[src/rtl/sptx_pkg.sv]
// Constants and types of the serial port transmit/receive data path
package sptx_pkg;
   localparam logic [1:0] SP_ADDR_DATA = 2'h0;
   localparam logic [1:0] SP_ADDR_STAT = 2'h1;
   localparam logic [1:0] SP_ADDR_CTLB = 2'h2;
   localparam logic [1:0] SP_ADDR_CTLC = 2'h3;
   localparam int ST_RXC   = 7;
   localparam int ST_TXC   = 6;
   localparam int ST_TX_BUFFER_EMPTY_FLAG  = 5;
   localparam int ST_FE    = 4;
   localparam int ST_DOR   = 3;
   localparam int ST_PE    = 2;
   localparam int CB_TX_DONE_IRQ_EN = 6;
   localparam int CB_TX_BUFFER_EMPTY_IRQ_EN = 5;
   localparam int CB_RECEIVER_ENABLE  = 4;
   localparam int CB_TRANSMITTER_ENABLE  = 3;
   localparam int CB_CSZ2  = 2;
   localparam int CB_RX_NINTH_BIT  = 1;
   localparam int CB_TX_NINTH_BIT  = 0;
   localparam int CC_SYNC  = 6;
   localparam int CC_PEN   = 5;
   localparam int CC_PODD  = 4;
   localparam int CC_SBS   = 3;
   localparam int CC_CSZ   = 1;
   localparam int FE_DOR   = 11;
   localparam int FE_FE    = 10;
   localparam int FE_PE    = 9;
   localparam int FE_NINTH = 8;
   localparam logic [7:0] CTLB_RST = 8'h00;
   localparam logic [7:0] CTLC_RST = 8'h06;
   localparam logic [2:0] CSZ_NINE = 3'h7;
   localparam logic [3:0] NBITS_BASE = 4'h5;
   localparam logic [3:0] NBITS_NINE = 4'h9;
   localparam logic [1:0] FIFO_DEPTH = 2'h2;
   typedef enum logic [2:0] {
      TX_IDLE  = 3'h0,
      TX_START = 3'h1,
      TX_DATA  = 3'h3,
      TX_PAR   = 3'h2,
      TX_STOP  = 3'h6
   } sptx_tx_e;
   typedef enum logic [1:0] {
      RX_IDLE = 2'h0,
      RX_DATA = 2'h1,
      RX_PAR  = 2'h3,
      RX_STOP = 2'h2
   } sptx_rx_e;
endpackage

[src/rtl/sptx_core.sv]
// Serial port transmit and receive data path with register port
//
// Summary of operation
// - Buffer-empty flag mirrors empty transmit buffer
// - Data write fills buffer, clears empty flag
// - Buffer-empty request held while enabled and empty
// - Done flag set after frame, buffer empty
// - Done cleared by service or writing one
// - Done request raised while enabled and set
// - Parity bit sent after last data bit
// - Transmit disable waits for pending data
// - Disabled transmitter releases the output pin
// - Receive enable takes over input pin
// - Synchronous mode clocks bits by clock pin
// - Reception starts on start bit, shifts bits
// - Only first stop bit is examined
// - First stop bit moves frame to buffer
// - Unused upper data bits read as zero
// - Ninth bit and errors stored per entry
// - Start low, data LSB first, stop high
// - Parity is data xor, inverted for odd
// - Buffer reloads right after last stop
// - Receive-complete set while unread data remain
`timescale 1ns/1ps
module sptx_core
   import sptx_pkg::*;
(
   input  wire logic       clk_sys,
   input  wire logic       rstn,
   input  wire logic       clk_en,
   input  wire logic [1:0] addr,
   input  wire logic [7:0] wdata,
   input  wire logic       wr,
   input  wire logic       rd,
   output logic      [7:0] rdata,
   input  wire logic       bit_tick,
   input  wire logic       sync_clock_pin,
   input  wire logic       rxd_pin,
   input  wire logic       irq_ack_txc,
   output logic            txd,
   output logic            txd_oe_n,
   output logic            rx_takeover,
   output logic            irq_tx_buffer_empty_flag,
   output logic            irq_txc
);
   logic [7:0]  ctrl_b;
   logic [7:0]  ctrl_c;
   logic [8:0]  tx_buf;
   logic        buf_full;
   logic        tx_done;
   logic        tx_on;
   sptx_tx_e    tx_st;
   logic [8:0]  tx_sh;
   logic [3:0]  tx_cnt;
   logic        tx_par;
   sptx_rx_e    rx_st;
   logic [8:0]  rx_sh;
   logic [3:0]  rx_cnt;
   logic        rx_par;
   logic        rx_perr;
   logic        hold;
   logic [10:0] hframe;
   logic        dor_pend;
   logic [11:0] fifo [FIFO_DEPTH];
   logic        rptr;
   logic        wptr;
   logic [1:0]  fcnt;
   logic        rxd_s1;
   logic        rxd_s2;
   logic        xck_s1;
   logic        xck_s2;
   logic        xck_s3;

   logic [7:0]  next_ctrl_b;
   logic [7:0]  next_ctrl_c;
   logic [8:0]  next_tx_buf;
   logic        next_buf_full;
   logic        next_tx_done;
   logic        next_tx_on;
   sptx_tx_e    next_tx_st;
   logic [8:0]  next_tx_sh;
   logic [3:0]  next_tx_cnt;
   logic        next_tx_par;
   logic        next_txd;
   sptx_rx_e    next_rx_st;
   logic [8:0]  next_rx_sh;
   logic [3:0]  next_rx_cnt;
   logic        next_rx_par;
   logic        next_rx_perr;
   logic        next_hold;
   logic [10:0] next_hframe;
   logic        next_dor_pend;
   logic [11:0] next_fifo [FIFO_DEPTH];
   logic        next_rptr;
   logic        next_wptr;
   logic [1:0]  next_fcnt;
   logic [7:0]  next_rdata;

   logic [2:0]  csz;
   logic [3:0]  nbits;
   logic        tx_tick;
   logic        rx_tick;
   logic        load;
   logic [11:0] head;
   logic [7:0]  dmask;

   always_comb
   begin
      csz = {ctrl_b[CB_CSZ2], ctrl_c[CC_CSZ+1:CC_CSZ]};
      if (csz == CSZ_NINE)
         nbits = NBITS_NINE;
      else
         nbits = NBITS_BASE + {2'h0, csz[1:0]};
      // Sync mode: change on rising, sample on falling clock pin edge
      if (ctrl_c[CC_SYNC])
      begin
         tx_tick = xck_s2 & ~xck_s3;
         rx_tick = ~xck_s2 & xck_s3;
      end
      else
      begin
         tx_tick = bit_tick;
         rx_tick = bit_tick;
      end
      load = buf_full & tx_on;
      head = (fcnt != 2'h0) ? fifo[rptr] : 12'h000;
      dmask = (nbits >= 4'h8) ? 8'hff
            : 8'(({4'h0, 4'h1} << nbits) - 8'h01);
   end

   always_comb
   begin
      next_ctrl_b = ctrl_b;
      next_ctrl_c = ctrl_c;
      next_tx_buf = tx_buf;
      next_buf_full = buf_full;
      next_tx_done = tx_done;
      next_tx_st = tx_st;
      next_tx_sh = tx_sh;
      next_tx_cnt = tx_cnt;
      next_tx_par = tx_par;
      next_txd = txd;
      next_rx_st = rx_st;
      next_rx_sh = rx_sh;
      next_rx_cnt = rx_cnt;
      next_rx_par = rx_par;
      next_rx_perr = rx_perr;
      next_hold = hold;
      next_hframe = hframe;
      next_dor_pend = dor_pend;
      next_fifo = fifo;
      next_rptr = rptr;
      next_wptr = wptr;
      next_fcnt = fcnt;
      next_rdata = 8'h00;

      // Transmitter
      if (tx_tick)
      begin
         case (tx_st)
            TX_IDLE:
            begin
               next_txd = 1'b1;
               if (load)
               begin
                  next_tx_sh = tx_buf;
                  next_buf_full = 1'b0;
                  next_txd = 1'b0;
                  next_tx_st = TX_START;
               end
            end
            TX_START, TX_DATA:
            begin
               if (tx_st == TX_DATA && tx_cnt == nbits)
               begin
                  if (ctrl_c[CC_PEN])
                  begin
                     next_txd = tx_par ^ ctrl_c[CC_PODD];
                     next_tx_st = TX_PAR;
                  end
                  else
                  begin
                     next_txd = 1'b1;
                     next_tx_st = TX_STOP;
                  end
                  next_tx_cnt = 4'h0;
               end
               else
               begin
                  next_txd = tx_sh[0];
                  next_tx_sh = {1'b0, tx_sh[8:1]};
                  next_tx_par = (tx_st == TX_START) ? tx_sh[0]
                              : tx_par ^ tx_sh[0];
                  next_tx_cnt = (tx_st == TX_START) ? 4'h1
                              : tx_cnt + 4'h1;
                  next_tx_st = TX_DATA;
               end
            end
            TX_PAR:
            begin
               next_txd = 1'b1;
               next_tx_cnt = 4'h0;
               next_tx_st = TX_STOP;
            end
            TX_STOP:
            begin
               if (tx_cnt == 4'h0 && ctrl_c[CC_SBS])
                  next_tx_cnt = 4'h1;
               else if (load)
               begin
                  next_tx_sh = tx_buf;
                  next_buf_full = 1'b0;
                  next_txd = 1'b0;
                  next_tx_st = TX_START;
               end
               else
               begin
                  next_tx_done = 1'b1;
                  next_tx_st = TX_IDLE;
               end
            end
            default:
            begin
               next_txd = 1'b1;
               next_tx_st = TX_IDLE;
            end
         endcase
      end

      // Software access
      if (wr && addr == SP_ADDR_DATA)
      begin
         next_tx_buf = {ctrl_b[CB_TX_NINTH_BIT], wdata};
         next_buf_full = 1'b1;
      end
      if (wr && addr == SP_ADDR_CTLB)
      begin
         next_ctrl_b = wdata;
         next_ctrl_b[CB_RX_NINTH_BIT] = 1'b0;
      end
      if (wr && addr == SP_ADDR_CTLC)
         next_ctrl_c = wdata;
      // Set by the finishing frame wins over either clear
      if (irq_ack_txc || (wr && addr == SP_ADDR_STAT && wdata[ST_TXC]))
         next_tx_done = (tx_tick && tx_st == TX_STOP && next_tx_done
                         && next_tx_st == TX_IDLE);
      next_tx_on = next_ctrl_b[CB_TRANSMITTER_ENABLE] | (next_tx_st != TX_IDLE)
                 | next_buf_full;

      // Held frame enters the FIFO once there is room
      if (hold && fcnt != FIFO_DEPTH)
      begin
         next_fifo[wptr] = {dor_pend, hframe};
         next_wptr = ~wptr;
         next_hold = 1'b0;
         next_dor_pend = 1'b0;
      end

      // Receiver
      if (rx_tick)
      begin
         case (rx_st)
            RX_IDLE:
            begin
               if (!rxd_s2)
               begin
                  if (next_hold)
                     next_dor_pend = 1'b1;
                  next_rx_sh = 9'h000;
                  next_rx_cnt = 4'h0;
                  next_rx_par = 1'b0;
                  next_rx_perr = 1'b0;
                  next_rx_st = RX_DATA;
               end
            end
            RX_DATA:
            begin
               next_rx_sh[rx_cnt] = rxd_s2;
               next_rx_par = rx_par ^ rxd_s2;
               next_rx_cnt = rx_cnt + 4'h1;
               if (rx_cnt + 4'h1 == nbits)
                  next_rx_st = ctrl_c[CC_PEN] ? RX_PAR : RX_STOP;
            end
            RX_PAR:
            begin
               next_rx_perr = rxd_s2 ^ rx_par ^ ctrl_c[CC_PODD];
               next_rx_st = RX_STOP;
            end
            RX_STOP:
            begin
               if (!next_hold)
               begin
                  next_hold = 1'b1;
                  next_hframe = {~rxd_s2, rx_perr, rx_sh};
               end
               next_rx_st = RX_IDLE;
            end
            default:
               next_rx_st = RX_IDLE;
         endcase
      end

      // Register reads, data read advances the FIFO
      if (rd)
      begin
         case (addr)
            SP_ADDR_DATA:
            begin
               next_rdata = head[7:0] & dmask;
               if (fcnt != 2'h0)
                  next_rptr = ~rptr;
            end
            SP_ADDR_STAT:
            begin
               next_rdata[ST_RXC] = (fcnt != 2'h0);
               next_rdata[ST_TXC] = tx_done;
               next_rdata[ST_TX_BUFFER_EMPTY_FLAG] = ~buf_full;
               next_rdata[ST_FE] = head[FE_FE];
               next_rdata[ST_DOR] = head[FE_DOR];
               next_rdata[ST_PE] = head[FE_PE];
            end
            SP_ADDR_CTLB:
            begin
               next_rdata = ctrl_b;
               next_rdata[CB_RX_NINTH_BIT] = head[FE_NINTH];
            end
            default:
               next_rdata = ctrl_c;
         endcase
      end
      next_fcnt = fcnt + {1'b0, next_wptr != wptr}
                - {1'b0, next_rptr != rptr};

      // Disabled receiver aborts and flushes at once
      if (!ctrl_b[CB_RECEIVER_ENABLE])
      begin
         next_rx_st = RX_IDLE;
         next_hold = 1'b0;
         next_dor_pend = 1'b0;
         next_fcnt = 2'h0;
         next_rptr = 1'b0;
         next_wptr = 1'b0;
      end
   end

   always_ff @(posedge clk_sys)
   begin
      if (!rstn)
      begin
         ctrl_b <= CTLB_RST;
         ctrl_c <= CTLC_RST;
         tx_buf <= 9'h000;
         buf_full <= 1'b0;
         tx_done <= 1'b0;
         tx_on <= 1'b0;
         tx_st <= TX_IDLE;
         tx_sh <= 9'h000;
         tx_cnt <= 4'h0;
         tx_par <= 1'b0;
         txd <= 1'b1;
         txd_oe_n <= 1'b1;
         rx_takeover <= 1'b0;
         irq_tx_buffer_empty_flag <= 1'b0;
         irq_txc <= 1'b0;
         rx_st <= RX_IDLE;
         rx_sh <= 9'h000;
         rx_cnt <= 4'h0;
         rx_par <= 1'b0;
         rx_perr <= 1'b0;
         hold <= 1'b0;
         hframe <= 11'h000;
         dor_pend <= 1'b0;
         fifo <= '{default: 12'h000};
         rptr <= 1'b0;
         wptr <= 1'b0;
         fcnt <= 2'h0;
         rdata <= 8'h00;
         rxd_s1 <= 1'b1;
         rxd_s2 <= 1'b1;
         xck_s1 <= 1'b0;
         xck_s2 <= 1'b0;
         xck_s3 <= 1'b0;
      end
      else if (clk_en)
      begin
         ctrl_b <= next_ctrl_b;
         ctrl_c <= next_ctrl_c;
         tx_buf <= next_tx_buf;
         buf_full <= next_buf_full;
         tx_done <= next_tx_done;
         tx_on <= next_tx_on;
         tx_st <= next_tx_st;
         tx_sh <= next_tx_sh;
         tx_cnt <= next_tx_cnt;
         tx_par <= next_tx_par;
         txd <= next_txd;
         txd_oe_n <= ~next_tx_on;
         rx_takeover <= next_ctrl_b[CB_RECEIVER_ENABLE];
         irq_tx_buffer_empty_flag <= next_ctrl_b[CB_TX_BUFFER_EMPTY_IRQ_EN] & ~next_buf_full;
         irq_txc <= next_ctrl_b[CB_TX_DONE_IRQ_EN] & next_tx_done;
         rx_st <= next_rx_st;
         rx_sh <= next_rx_sh;
         rx_cnt <= next_rx_cnt;
         rx_par <= next_rx_par;
         rx_perr <= next_rx_perr;
         hold <= next_hold;
         hframe <= next_hframe;
         dor_pend <= next_dor_pend;
         fifo <= next_fifo;
         rptr <= next_rptr;
         wptr <= next_wptr;
         fcnt <= next_fcnt;
         rdata <= next_rdata;
         rxd_s1 <= rxd_pin;
         rxd_s2 <= rxd_s1;
         xck_s1 <= sync_clock_pin;
         xck_s2 <= xck_s1;
         xck_s3 <= xck_s2;
      end
   end
endmodule

[config.mk]
export PLATFORM = sky130hd
export DESIGN_NAME = sptx_core
export DESIGN_NICKNAME = d
export VERILOG_FILES = /design/src/rtl/sptx_pkg.sv /design/src/rtl/sptx_core.sv
export SDC_FILE = /design/constraint.sdc
export NUM_CORES = 1
export LEC_CHECK = 0
export ABC_AREA = 1
export BUFFER_PORTS_ARGS = -buffer_cell sky130_fd_sc_hd__buf_4
export CORE_UTILIZATION = 55
export DETAILED_ROUTE_END_ITERATION = 10
export MAX_ROUTING_LAYER = met4
export PLACE_DENSITY_LB_ADDON = 0.05
export SLEW_MARGIN = 30
export SYNTH_ARGS = -nofsm -noshare
export SYNTH_HDL_FRONTEND = slang
export SYNTH_SLANG_ARGS = --single-unit
[constraint.sdc]
create_clock -name clk_sys -period 1.7 [get_ports clk_sys]
set_input_delay 0.255 -clock clk_sys [delete_from_list [all_inputs] [get_ports clk_sys]]
set_output_delay 0.255 -clock clk_sys [all_outputs]
set_load 0.01 [all_outputs]
==> flow_summary.ini <==
[yosys]
syn_nets = 813
synth_area_um2 = 5620
synth_ff_type = dfxtp_1
yosys_warnings = 0
netlist_instances = 783
ys_async_sr_fraction_pct = 0
ys_types = 43
ys_seq_area_share_pct = 42.4
synth.avg_cell_area_um2 = 7.18
synth_edf_count = 0
synth_seq_cells = 119

[worst_setup_path]
crit_required_ns = 2.11
crit_start = tx_cnt[0]$_SDFFE_PN0P_
r2r_start = tx_cnt[0]$_SDFFE_PN0P_
crit_path_end_kind = flop
cpPeakStageDelay_ns = 0.32
crit_end = tx_sh[7]$_SDFFE_PN0P_
arrival_ns = 2.04
rr_worst_depth = 13
crit_path_max_fanout = 7
path_class = flop to flop
rr_endpoint = tx_sh[7]$_SDFFE_PN0P_
cp-start-kind = flop
slowest_stage = dfxtp_2
reg2reg_setup_slack_ns = 0.06
path_cells = inv_1 > ha_1 > nand2_1 > inv_1 > nand2_2 > buf_4 > nand3_2 > nand2_2 > nor2_4 > nand2_4 > nand3_2 > o21ai_0 > a21oi_1

[global_routing]
grt.total_usage_pct = 30.3
grt_pass1_vias = 4918
grt_antenna_before_repair = 0
grt_max_degree = 45
grt_overflow = 0
grt_pass1_wl_um = 23600

[placement]
pre_cts_ws_ns = -0.122
post_dp_cell_area_um2 = 6220
detailed_place_hpwl_um = 10400
gp_congestion = 0.933
port_buffers = 31

[clock_tree]
clock-root-buffer = clkbuf_8
path_clk_slew_ns = 0.06
clk_latency_ns = 0.52
cts_buffer_depth = 2
cts_buffers = 17
cts_tree = done
numClockSinks = 119
htree_levels = 4

[detailed_routing]
drt_iter0_markers = 256
top_layer = met4
wl_met2_um = 6890
drtAntennaViolNets = 0
wl_met1_um = 6670
post_drt_wl_per_cell_um = 14.9
wl_met3_um = 1080
drc = 0
vias = 5430
firstDrtPassIters = 6
vias_per_cell = 5.40
drt_wl_total_um = 15000

[outcome]
status = complete, no violations

[timing]
finalHoldViolations = 0
drv_slew = 0
holdWs_ns = 0.0216
rsz0062_at_grt = yes
finalClockSkew_ns = 0.00865
slew_headroom_pct = 76.0
fin_crit_sh_pct = 96.3
setup_slack_ns = 0.0633
setup_viol = 0
fin_crit_ns = 1.64
fmax_mhz = 611
worst_slew_pin_slew_ns = 0.360

[die]
design.core.area_um2 = 9820
ios = 32
die_w_um = 103
rows = 36
die_area_um2 = 10600
start_util_pct = 57.3
dieHeight_um = 103

[power]
ir_drop_mv = 0.508
power_density_nw_per_um2 = 988
leakagePower_nw = 2.88
power_mw = 6.96

[worst_hold_path]
hold_start = wdata[7]
hp-class = input pin to flop

[cells_and_area]
final_common_cell = nand2_1
final_area_um2 = 7040
layout_common_cells = nand2_1 (122), nor2_1 (117), dfxtp_1 (110)
fin_nets = 890
antennaDiodeCount = 0
syn2layout_area_growth_pct = 25.3
drive_gt1_share_pct = 20.8

[flow_run]
cap_violations = 0
[worst min-delay path by stage]
stage | to | slack (ns) | depth (start not counted)
floorplan | rxd_s1$_SDFFE_PN1P_ | 0.38 | 2
global placement | tx_sh[1]$_SDFFE_PN0P_ | 0.43 | 2
detailed placement | tx_sh[7]$_SDFFE_PN0P_ | 0.44 | 2
CTS | tx_buf[7]$_SDFFE_PN0P_ | 0.003 | 3
global route | tx_buf[3]$_SDFFE_PN0P_ | 0.03 | 3
finish | tx_buf[7]$_SDFFE_PN0P_ | 0.02 | 3
[cell type report]
class / count / area (µm²)
clock buffers: 18 / 418
clock inverters: 14 / 178
inverters: 83 / 317
well taps: 133 / 166
fillers: 802 / 2780
multi-input cells: 554 / 2890
repair inverters: 1 / 7.51
flip-flops and latches: 119 / 2400
repair buffers: 84 / 668
[state kept, by name (all words and copies together), names as in the netlist, 2 cells and up]
name	flops
fcnt	2
rx_st	2
tx_cnt	4
rx_cnt	4
tx_buf	9
tx_sh	9
fifo	24
ctrl_b	7
rx_sh	9
hframe	11
ctrl_c	8
rdata	8
tx_st	3
[repair_timing]
item	CTS	global route
pin swaps	1	7
gates cloned	0	2
hold buffers	7	0
setup endpoints to repair	18	42
buffers inserted	0	4
resized for setup	9	30
hold endpoints to repair	9	0
[kinds of logic (layout without fill, tap and decap cells)]
group / count (synthesis) / count (layout) / synth area share, %
AND/OR/NAND/NOR: 309 / 310 / 24.6
AO/OA/AOI/OAI: 225 / 225 / 21.3
flip-flops: 119 / 119 / 42.4
buffers and inverters: 111 / 200 / 8.01
adder cells (fa/ha/maj): 11 / 11 / 2.45
XOR/XNOR: 8 / 8 / 1.25
[critical path, delay by kind of cell (launching register included)]
family          cells  cell delay, ns
fa+ha+maj           1            0.19
compound gates      2            0.23
buf+inv             3            0.20
flops               1            0.32
simple gates        7            0.56
[layer usage]
metal | vias up | track usage (%)
li1 | 2724 | -
met5 | - | -
met2 | 208 | 47.6
met1 | 2467 | 38.0
met4 | 0 | 13.0
met3 | 31 | 5.97
[stage by stage]
step | TNS [ns] | utilization (%) | std cells
global route | -0.219 | 71.7 | 1006
floorplan | 0 | - | 783
finish | 0 | 71.7 | 1006
CTS | -0.0140 | 70.6 | 1000
global placement | -0.0481 | 63.4 | 961
detailed placement | -0.897 | 63.4 | 961
[cell usage after synthesis (2+ instances only)]
library cell | instances | area [µm²]
inv_1 | 68 | 255
buf_2 | 7 | 35.0
o211ai_1 | 5 | 37.5
nand3_1 | 26 | 130
nand2_1 | 125 | 469
xor2_1 | 7 | 61.3
a31oi_1 | 4 | 25.0
clkinv_1 | 3 | 11.3
nor2_1 | 120 | 450
a21oi_1 | 86 | 430
a211oi_1 | 2 | 15.0
a21oi_2 | 4 | 35.0
nor2_2 | 3 | 18.8
o21ai_1 | 13 | 65.1
clkinv_2 | 2 | 10.0
clkbuf_1 | 17 | 63.8
o21ai_0 | 101 | 505
nor3_1 | 5 | 25.0
nor3_2 | 2 | 20.0
nand2_2 | 9 | 56.3
nand3_2 | 4 | 40.0
nand4_1 | 2 | 12.5
ha_1 | 11 | 138
inv_2 | 9 | 33.8
dfxtp_1 | 119 | 2380
o221ai_1 | 2 | 17.5
o2111ai_1 | 2 | 17.5
o21a_1 | 2 | 15.0
nor2_4 | 8 | 90.1
buf_6 | 2 | 22.5
[where the power goes]
group | switching (mW) | leakage (nW) | internal (mW) | total (mW)
sequential | 0.0384 | 0.967 | 2.84 | 2.88
clock | 1.34 | 0.283 | 2.24 | 3.59
combinational | 0.304 | 1.63 | 0.191 | 0.495
Power figures use the tool's default switching activity.
